**src/uwdi_pkg.sv**
```systemverilog
// package: constants and types for the uart data word interface
package uwdi_pkg;
	// ----------------------------------------------------------------
	// address map (byte addresses; data words alias over 16-word windows, control and status one word each)
	// ----------------------------------------------------------------
	localparam logic [31:0] UWDI_RX_BASE = 32'h00206000;
	localparam logic [31:0] UWDI_TX_BASE = 32'h00206040;
	localparam logic [31:0] UWDI_CTRL_ADDR = 32'h00206080;
	localparam logic [31:0] UWDI_STAT_ADDR = 32'h00206084;
	// each data window spans 16 words, so bits 5..2 pick the alias
	localparam int UWDI_WIN_LSB = 6;

	// ----------------------------------------------------------------
	// receive word field positions
	// ----------------------------------------------------------------
	localparam int UWDI_VALID_BIT = 15;
	localparam int UWDI_ERR_BIT = 14;
	localparam int UWDI_OVR_BIT = 13;
	localparam int UWDI_FRM_BIT = 12;
	localparam int UWDI_BRK_BIT = 11;
	localparam int UWDI_PRR_BIT = 10;
	localparam int UWDI_MSB_BIT = 7;

	// ----------------------------------------------------------------
	// control and status fields
	// ----------------------------------------------------------------
	localparam int UWDI_CTRL_PAR_EN = 0;
	localparam int UWDI_CTRL_PAR_ODD = 1;
	localparam int UWDI_CTRL_EIGHT = 2;
	localparam logic [2:0] UWDI_CTRL_RESET = 3'h4;
	localparam int UWDI_STAT_SPACE = 0;
	localparam int UWDI_STAT_LEVEL_LSB = 8;

	// ----------------------------------------------------------------
	// sizes and timing
	// ----------------------------------------------------------------
	localparam int UWDI_FIFO_DEPTH = 32;
	localparam int UWDI_CLK_HZ = 50000000;
	localparam int UWDI_BAUD = 115200;
	localparam int UWDI_BIT_CYCLES = UWDI_CLK_HZ / UWDI_BAUD;

	// one stored receive character with its flags
	typedef struct packed
	{
		logic ovr;
		logic frm;
		logic break_detect_flag;
		logic prr;
		logic [7:0] data;
	} uwdi_rx_entry_type;

	// character format chosen by software
	typedef struct packed
	{
		logic eight_bit;
		logic par_odd;
		logic par_en;
	} uwdi_ctrl_type;
endpackage

```
**src/uwdi_tx.sv**
```systemverilog
// module: serial transmit shifter for one character frame
module uwdi_tx #(
	parameter int BIT_CYCLES = uwdi_pkg::UWDI_BIT_CYCLES
) (
	// clock and reset
	input wire logic clk,
	input wire logic nrst,
	// character request
	input wire logic start,
	input wire logic [7:0] data,
	input wire uwdi_pkg::uwdi_ctrl_type cfg,
	// line side
	output logic txd,
	output logic busy
);
	import uwdi_pkg::*;

	typedef enum {TX_IDLE, TX_START, TX_DATA, TX_PARITY, TX_STOP} uwdi_tx_state_type;

	uwdi_tx_state_type state_reg;
	logic [15:0] cnt_reg;
	logic [2:0] bit_reg;
	logic [7:0] data_reg;
	logic par_reg;
	logic txd_reg;
	logic last_bit;

	generate
		if (BIT_CYCLES < 4 || BIT_CYCLES > 65535)
		begin : g_bad
			$error("uwdi_tx: BIT_CYCLES out of range");
		end
	endgenerate

	// seven or eight data bits per frame
	assign last_bit = bit_reg == (cfg.eight_bit ? 3'h7 : 3'h6);
	assign txd = txd_reg;
	assign busy = (state_reg != TX_IDLE);

	// ----------------------------------------------------------------
	// frame sequencer: start, data lsb first, optional parity, stop
	// ----------------------------------------------------------------
	always_ff @(posedge clk)
	begin
		if (!nrst)
		begin
			state_reg <= TX_IDLE;
			cnt_reg <= 16'h0000;
			bit_reg <= 3'h0;
			data_reg <= 8'h00;
			par_reg <= 1'b0;
			txd_reg <= 1'b1;
		end
		else if (state_reg == TX_IDLE)
		begin
			if (start)
			begin
				state_reg <= TX_START;
				data_reg <= data;
				par_reg <= (^data) ^ cfg.par_odd;
				cnt_reg <= 16'(BIT_CYCLES - 1);
				txd_reg <= 1'b0;
			end
		end
		else if (cnt_reg != 16'h0000)
			cnt_reg <= cnt_reg - 16'h0001;
		else
		begin
			cnt_reg <= 16'(BIT_CYCLES - 1);
			case (state_reg)
				TX_START:
				begin
					state_reg <= TX_DATA;
					bit_reg <= 3'h0;
					txd_reg <= data_reg[0];
				end
				TX_DATA:
				begin
					if (last_bit)
					begin
						state_reg <= cfg.par_en ? TX_PARITY : TX_STOP;
						txd_reg <= cfg.par_en ? par_reg : 1'b1;
					end
					else
					begin
						bit_reg <= bit_reg + 3'h1;
						txd_reg <= data_reg[bit_reg + 3'h1];
					end
				end
				TX_PARITY:
				begin
					state_reg <= TX_STOP;
					txd_reg <= 1'b1;
				end
				default:
				begin
					state_reg <= TX_IDLE;
					txd_reg <= 1'b1;
				end
			endcase
		end
	end
endmodule

```
**src/uwdi_top.sv**
```systemverilog
// module: apb character data interface with receive queue and transmitter
// Functional notes
// framing flag at bit 12 set when stop bit missing, else clear.
// break flag at bit 11 when all data bits and stop are zero.
// a break character always also carries the framing flag.
// with odd parity, a break character also carries the parity flag.
// parity flag at bit 10 set when the parity check fails.
// parity flag reads zero while parity checking is off.
// status flags travel with each queued character and describe it.
// receive bits 9-8 and transmit bits 31-8 read zero.
// character in bits 7-0; bit 7 reads zero in seven-bit mode.
// transmit word is write-only and reads as zero.
// transmit word decoded at 16 consecutive word addresses.
// seven-bit mode drops written bit 7; eight-bit mode sends all.
// characters are shifted out least significant bit first.
// each transmit write enqueues exactly one character.
// software writes only while the transmitter-space flag is high.
// valid flag at bit 15 is one for fresh data, zero when empty.
// error flag at bit 14 is the or of the four error flags.
// 32nd stored character gets overrun flag; later ones are dropped.
// receive word decoded at 16 consecutive word addresses.
// a valid receive read removes that entry from the queue.
//
// Local design decision: the APB interface to the registers.
module uwdi_top #(
	parameter int DEPTH = uwdi_pkg::UWDI_FIFO_DEPTH,
	parameter int BIT_CYCLES = uwdi_pkg::UWDI_BIT_CYCLES
) (
	// clock and reset
	input wire logic clk,
	input wire logic nrst,
	// apb slave
	input wire logic psel,
	input wire logic penable,
	input wire logic pwrite,
	input wire logic [31:0] paddr,
	input wire logic [31:0] pwdata,
	output logic [31:0] prdata,
	output logic pready,
	output logic pslverr,
	// serial line
	input wire logic rxd,
	output logic txd
);
	import uwdi_pkg::*;

	localparam int CW = $clog2(DEPTH) + 1;
	localparam int PW = $clog2(DEPTH);

	typedef enum {RX_IDLE, RX_START, RX_DATA, RX_PARITY, RX_STOP} uwdi_rx_state_type;

	generate
		if (DEPTH < 2 || (DEPTH & (DEPTH - 1)) != 0 || DEPTH > 64)
		begin : g_bad_depth
			$error("uwdi_top: DEPTH must be a power of two from 2 to 64");
		end
		if (BIT_CYCLES < 4 || BIT_CYCLES > 65535)
		begin : g_bad_bit
			$error("uwdi_top: BIT_CYCLES out of range");
		end
	endgenerate

	// ----------------------------------------------------------------
	// apb decode
	// ----------------------------------------------------------------
	logic setup, access;
	logic hit_rx, hit_tx, hit_ctrl, hit_stat, hit_any;

	assign setup = psel && !penable;
	assign access = psel && penable;
	// address bits 5..2 are ignored inside each window for burst aliases
	assign hit_rx = paddr[31:UWDI_WIN_LSB] == UWDI_RX_BASE[31:UWDI_WIN_LSB];
	assign hit_tx = paddr[31:UWDI_WIN_LSB] == UWDI_TX_BASE[31:UWDI_WIN_LSB];
	assign hit_ctrl = paddr == UWDI_CTRL_ADDR;
	assign hit_stat = paddr == UWDI_STAT_ADDR;
	assign hit_any = hit_rx || hit_tx || hit_ctrl || hit_stat;
	// zero wait states; error for unmapped or writes to read-only words
	assign pready = 1'b1;
	assign pslverr = access && (!hit_any || (pwrite && (hit_rx || hit_stat)));

	// ----------------------------------------------------------------
	// control register
	// ----------------------------------------------------------------
	uwdi_ctrl_type cfg_reg;

	// character format steers both receiver and transmitter
	always_ff @(posedge clk)
	begin
		if (!nrst)
			cfg_reg <= UWDI_CTRL_RESET;
		else if (access && pwrite && hit_ctrl)
			cfg_reg <= {pwdata[UWDI_CTRL_EIGHT], pwdata[UWDI_CTRL_PAR_ODD], pwdata[UWDI_CTRL_PAR_EN]};
	end

	// ----------------------------------------------------------------
	// receiver: synchroniser and frame sampler
	// ----------------------------------------------------------------
	logic rxd_meta_reg, rxd_sync_reg;
	uwdi_rx_state_type rx_state_reg;
	logic [15:0] rx_cnt_reg;
	logic [2:0] rx_bit_reg;
	logic [7:0] rx_data_reg;
	logic rx_par_reg;
	logic rx_push, rx_stop, rx_last;

	// two flops before anything looks at the line
	always_ff @(posedge clk)
	begin
		if (!nrst)
		begin
			rxd_meta_reg <= 1'b1;
			rxd_sync_reg <= 1'b1;
		end
		else
		begin
			rxd_meta_reg <= rxd;
			rxd_sync_reg <= rxd_meta_reg;
		end
	end

	assign rx_last = rx_bit_reg == (cfg_reg.eight_bit ? 3'h7 : 3'h6);
	assign rx_push = rx_state_reg == RX_STOP && rx_cnt_reg == 16'h0000;
	assign rx_stop = rxd_sync_reg;

	// samples each bit at its centre; start checked at half a bit
	always_ff @(posedge clk)
	begin
		if (!nrst)
		begin
			rx_state_reg <= RX_IDLE;
			rx_cnt_reg <= 16'h0000;
			rx_bit_reg <= 3'h0;
			rx_data_reg <= 8'h00;
			rx_par_reg <= 1'b0;
		end
		else if (rx_state_reg == RX_IDLE)
		begin
			if (!rxd_sync_reg)
			begin
				rx_state_reg <= RX_START;
				rx_cnt_reg <= 16'(BIT_CYCLES / 2);
				rx_data_reg <= 8'h00;
				rx_bit_reg <= 3'h0;
			end
		end
		else if (rx_cnt_reg != 16'h0000)
			rx_cnt_reg <= rx_cnt_reg - 16'h0001;
		else
		begin
			rx_cnt_reg <= 16'(BIT_CYCLES - 1);
			case (rx_state_reg)
				RX_START:
					rx_state_reg <= rxd_sync_reg ? RX_IDLE : RX_DATA;
				RX_DATA:
				begin
					rx_data_reg[rx_bit_reg] <= rxd_sync_reg;
					rx_bit_reg <= rx_bit_reg + 3'h1;
					if (rx_last)
						rx_state_reg <= cfg_reg.par_en ? RX_PARITY : RX_STOP;
				end
				RX_PARITY:
				begin
					rx_par_reg <= rxd_sync_reg;
					rx_state_reg <= RX_STOP;
				end
				default:
					rx_state_reg <= RX_IDLE;
			endcase
		end
	end

	// ----------------------------------------------------------------
	// flags of the character being completed
	// ----------------------------------------------------------------
	uwdi_rx_entry_type rx_entry;
	logic [CW-1:0] count_reg;

	always_comb
	begin
		rx_entry.data = rx_data_reg;
		rx_entry.break_detect_flag = (rx_data_reg == 8'h00) && !rx_stop;
		rx_entry.frm = !rx_stop || rx_entry.break_detect_flag;
		// even: error when data xor parity is one; odd: when it is zero
		rx_entry.prr = cfg_reg.par_en
			&& (((^rx_data_reg) ^ rx_par_reg ^ cfg_reg.par_odd) || (rx_entry.break_detect_flag && cfg_reg.par_odd));
		rx_entry.ovr = count_reg == CW'(DEPTH - 1);
	end

	// ----------------------------------------------------------------
	// receive queue
	// ----------------------------------------------------------------
	uwdi_rx_entry_type mem_reg [DEPTH];
	logic [PW-1:0] wr_ptr_reg;
	logic [PW-1:0] rd_ptr_reg;
	logic push_ok, pop;
	logic [31:0] rd_val_reg;

	// a full queue refuses new characters until software reads
	assign push_ok = rx_push && count_reg != CW'(DEPTH);
	// pop only when the latched answer said the entry was valid
	assign pop = access && !pwrite && hit_rx && rd_val_reg[UWDI_VALID_BIT];

	// storage keeps flags beside each character
	always_ff @(posedge clk)
	begin
		if (push_ok)
			mem_reg[wr_ptr_reg] <= rx_entry;
	end

	// pointers and fill level
	always_ff @(posedge clk)
	begin
		if (!nrst)
		begin
			wr_ptr_reg <= '0;
			rd_ptr_reg <= '0;
			count_reg <= '0;
		end
		else
		begin
			if (push_ok)
				wr_ptr_reg <= wr_ptr_reg + PW'(1);
			if (pop)
				rd_ptr_reg <= rd_ptr_reg + PW'(1);
			if (push_ok && !pop)
				count_reg <= count_reg + CW'(1);
			else if (pop && !push_ok)
				count_reg <= count_reg - CW'(1);
		end
	end

	// ----------------------------------------------------------------
	// read word assembly
	// ----------------------------------------------------------------
	uwdi_rx_entry_type head, last_reg;
	logic [31:0] rx_word;
	logic tx_full_reg;

	assign head = count_reg != '0 ? mem_reg[rd_ptr_reg] : last_reg;

	// data and flags gated by the current character format
	always_comb
	begin
		rx_word = 32'h00000000;
		rx_word[7:0] = head.data;
		if (!cfg_reg.eight_bit)
			rx_word[UWDI_MSB_BIT] = 1'b0;
		rx_word[UWDI_OVR_BIT] = head.ovr;
		rx_word[UWDI_FRM_BIT] = head.frm;
		rx_word[UWDI_BRK_BIT] = head.break_detect_flag;
		rx_word[UWDI_PRR_BIT] = head.prr && cfg_reg.par_en;
		rx_word[UWDI_ERR_BIT] = head.ovr || head.frm || head.break_detect_flag || rx_word[UWDI_PRR_BIT];
		rx_word[UWDI_VALID_BIT] = count_reg != '0;
	end

	// stale data repeats the last character returned
	always_ff @(posedge clk)
	begin
		if (!nrst)
			last_reg <= '0;
		else if (pop)
			last_reg <= mem_reg[rd_ptr_reg];
	end

	// answer latched in the setup cycle so prdata comes from a flop
	always_ff @(posedge clk)
	begin
		if (!nrst)
			rd_val_reg <= 32'h00000000;
		else if (setup)
		begin
			rd_val_reg <= 32'h00000000;
			if (!pwrite && hit_rx)
				rd_val_reg <= rx_word;
			else if (!pwrite && hit_ctrl)
				rd_val_reg <= {29'h0, cfg_reg};
			else if (!pwrite && hit_stat)
			begin
				rd_val_reg[UWDI_STAT_SPACE] <= !tx_full_reg;
				rd_val_reg[UWDI_STAT_LEVEL_LSB +: CW] <= count_reg;
			end
		end
	end

	assign prdata = rd_val_reg;

	// ----------------------------------------------------------------
	// transmit holding stage
	// ----------------------------------------------------------------
	logic [7:0] tx_hold_reg, tx_char;
	logic tx_busy, tx_start;

	// seven-bit mode drops the written top bit
	assign tx_char = {pwdata[UWDI_MSB_BIT] && cfg_reg.eight_bit, pwdata[6:0]};
	assign tx_start = tx_full_reg && !tx_busy;

	// a write while full overwrites the waiting character; software
	// must watch the space flag to avoid that
	always_ff @(posedge clk)
	begin
		if (!nrst)
		begin
			tx_full_reg <= 1'b0;
			tx_hold_reg <= 8'h00;
		end
		else if (access && pwrite && hit_tx)
		begin
			tx_full_reg <= 1'b1;
			tx_hold_reg <= tx_char;
		end
		else if (tx_start)
			tx_full_reg <= 1'b0;
	end

	uwdi_tx #(
		.BIT_CYCLES(BIT_CYCLES)
	) u_tx (
		.clk(clk),
		.nrst(nrst),
		.start(tx_start),
		.data(tx_hold_reg),
		.cfg(cfg_reg),
		.txd(txd),
		.busy(tx_busy)
	);
endmodule

```
**config.mk**
```make
export PLATFORM = sky130hd
export DESIGN_NAME = uwdi_top
export DESIGN_NICKNAME = d
export VERILOG_FILES = /design/src/uwdi_pkg.sv /design/src/uwdi_tx.sv /design/src/uwdi_top.sv
export SDC_FILE = /design/constraint.sdc
export NUM_CORES = 1
export LEC_CHECK = 0
export BUFFER_PORTS_ARGS = -buffer_cell sky130_fd_sc_hd__buf_2
export CAP_MARGIN = 15
export CELL_PAD_IN_SITES_DETAIL_PLACEMENT = 0
export CELL_PAD_IN_SITES_GLOBAL_PLACEMENT = 2
export CORE_UTILIZATION = 40
export CTS_CLUSTER_SIZE = 14
export DETAILED_ROUTE_END_ITERATION = 7
export PLACE_DENSITY_LB_ADDON = 0.12
export RECOVER_POWER = 25
export SYNTH_ARGS = -nofsm -noshare
export SYNTH_HDL_FRONTEND = slang
export SYNTH_SLANG_ARGS = --single-unit
```
**constraint.sdc**
```tcl
create_clock -name clk -period 3.38 [get_ports clk]
set_clock_uncertainty 0.15 [all_clocks]
set_input_delay 0 -clock clk [delete_from_list [all_inputs] [get_ports clk]]
set_output_delay 0 -clock clk [all_outputs]
set_load 0.01 [all_outputs]
```
==> flow_summary.yaml <==
status:
  status: "complete, but fails checks"
  violations: "capacitance limit, slew limit, setup timing"
logic_synthesis:
  ys_ff_latch: 510
  ys_seq_area_share_pct: 66.7
  syn_avg_cell_area_um2: 14.6
  yosys.area.top_type: "edfxtp_1"
  synth-edff-count: 384
  synthTopCellsByArea: "edfxtp_1 (55%), dfxtp_1 (12%), mux4_2 (8.8%)"
  ys_types: 65
  yosys_warnings: 0
  syn_area_um2: 21100
  syn-instance-count: 1440
  synth_top_area_share_pct: 54.7
  synth_commonest_cells: "edfxtp_1 (384), nor2_1 (149), dfxtp_1 (126)"
  synth_most_common_cell: "edfxtp_1"
  async_flop_share_pct: 0
  synthFlopType: "edfxtp_1"
placed_design:
  hpwl_mm: 33.5
  dp.cells: 2224
  numPortBuffers: 63
  gp_congestion: 0.761
  post-place-ws_ps: -405
sta:
  drv_slew: 170
  slew_headroom_pct: -19.2
  fin_ws_ps: -48.7
  fin_crit_ps: 3430
  finalCritPeriodShare_pct: 101
  worstMarginPinSlew_ps: 1790
  setup_viol: 1
  max_freq_ghz: 0.292
  rsz0062_at_grt: "yes"
  hold_viol_final: 0
  holdWs_ps: 33.4
pwr:
  p_total_w: 0.0143
  p_leak_nw: 8.53
  cellPowerDensity_nw_per_um2: 561
  ir_drop_uv: 407
drt:
  drc: 0
  dr.pass1.iters: 5
  ant_nets: 0
  drt-total-wl_mm: 51.9
  dr_total_vias: 12600
  via_per_inst: 5.29
  drtIter0Drc: 808
  routedWlPerCell_um: 21.8
clock_network:
  cts_made_buffers: 55
  cts_sinks: 510
  root_buffer: "clkbuf_16"
  cts_tree: "done"
  worstSkewPairLatency_ps: 620
  cts_buffer_depth: 3
  clkTransAtPathRegs_ps: 60
  ctsHtreeMaxLevel: 2
die:
  die_x_um: 232
  die_area_um2: 53600
  io_pins: 105
  num_rows: 83
  start_util_pct: 40.8
  coreArea_um2: 51700
  dieHeight_um: 232
worst_setup_path:
  cp_slowest_cell: "or4_4"
  cp-start-kind: "flop"
  worstPathRequired_ps: 3760
  crit_path_cell_trace: "or4_4, or4_4, nor2_8, and4_4, ha_4, inv_4, ha_4, a21o_1, a21oi_2, o21bai_1, a21oi_1, xnor2_1, or3_1, a21oi_1"
  cp_top_family: "simple AND/OR/NAND/NOR gates"
  cp_max_fo: 3
  critPathMaxStageDelay_ps: 530
  path_class: "reg -> reg"
  cp_num_buf_inv: 1
  crit_path_end_kind: "flop"
  worstPathArrival_ps: 3810
global_routing:
  grt_pass1_wl_mm: 78.5
  met1_usage_pct: 26.2
  grt_max_degree: 70
  overflow: 0
  grtUsageMet3_pct: 3.10
  antenna_found_initial: 1
  gr-usage-met2_pct: 33.1
  grtUsageTotal_pct: 19.7
  grt_busiest_layer: "met2"
  grt_pass1_vias: 12900
layout:
  largest_reg_flops: 384
  area_growth_pct: 20.6
  nNetsFinal: 1749
  drive_above_1_share_pct: 22.3
  fillCellCount: 4455
  layout.cells.non_filler: 2385
  fin_util_pct: 49.1
  diodes: 0
hold_path:
  holdCritPathClass: "in -> reg"
flow_run:
  drv_cap: 5
[placed cells by master (no fill, tap or decap), types with 55 or more instances in the layout]
| master | Yosys | final |
|---|---|---|
| a21oi_1 | 79 | 77 |
| buf_2 | 20 | 63 |
| buf_4 | 18 | 92 |
| clkbuf_16 | 0 | 55 |
| dfxtp_1 | 126 | 122 |
| edfxtp_1 | 384 | 384 |
| mux2i_1 | 95 | 95 |
| mux4_2 | 82 | 82 |
| nand2_1 | 79 | 79 |
| nor2_1 | 149 | 148 |
[repair_timing]
item | in CTS | in global routing
setup endpoints to repair | 200 | 4
pin swaps | 11 | 2
endpoints found under the hold margin | 63 | 0
hold buffers | 51 | 0
resized for setup | 5 | 4
setup buffers | 3 | 6
[power by group]
group,leakage [nW],switching (W),internal (W),total [W]
logic,3.00,0.000937,0.000559,0.00150
registers,4.67,0.000117,0.00678,0.00690
clock network,0.856,0.00250,0.00336,0.00586
[per-layer routing]
| metal | part of all wire [%] | up-vias | wire (um) |
|---|---|---|---|
| met3 | 4.3 | 72 | 2220 |
| met1 | 45 | 6378 | 23200 |
| met4 | 2.2 | 0 | 1170 |
| met2 | 49 | 257 | 25400 |
| li1 | - | 5921 | - |
| met5 | 0 | - | 0 |
[worst min-delay path: cells and delay by family]
| family | cells | cell delay, ps |
|---|---|---|
| buf+inv | 1 | 80 |
| simple gates | 5 | 550 |
| compound gates | 1 | 110 |
[worst paths after layout]
check                 endpoint  depth (start not counted)           from  slack (ps)
hold / removal      prdata[12]                          7      paddr[12]          30
hold reg to reg        rx_stop                          1   rxd_meta_reg         270
setup / recovery  count_reg[5]                         14  rx_cnt_reg[9]         -50
setup reg to reg  count_reg[5]                         14  rx_cnt_reg[9]         -50
[stage by stage]
| step | TNS, ps | cell area, um^2 |
|---|---|---|
| detailed placement | -15080 | 23100 |
| finish | -48.7 | 25400 |
| global route | -274 | 25400 |
| floorplan | -305 | 21200 |
| CTS | -95.3 | 25400 |
| global placement | -6300 | 23100 |
[cell type report]
class | count | area (um^2) | share of cell area, %
timing repair buffer | 237 | 2010 | 7.93
tap | 680 | 851 | 3.35
sequential | 510 | 14100 | 55.3
clock inverter | 34 | 313 | 1.23
inverter | 27 | 105 | 0.414
clock buffer | 69 | 1450 | 5.70
multi-input combinational | 828 | 6620 | 26.0
[cells by family after synthesis]
group	count (synthesis)	synth area share (%)
flops	510	66.7
simple gates	363	8.27
compound gates	215	6.42
mux	180	13.4
buf+inv	117	2.56
xor+xnor	33	1.37
fa+ha+maj	20	1.22
other cells	2	0.0356
Note: power is estimated with default switching activity, not from simulation.
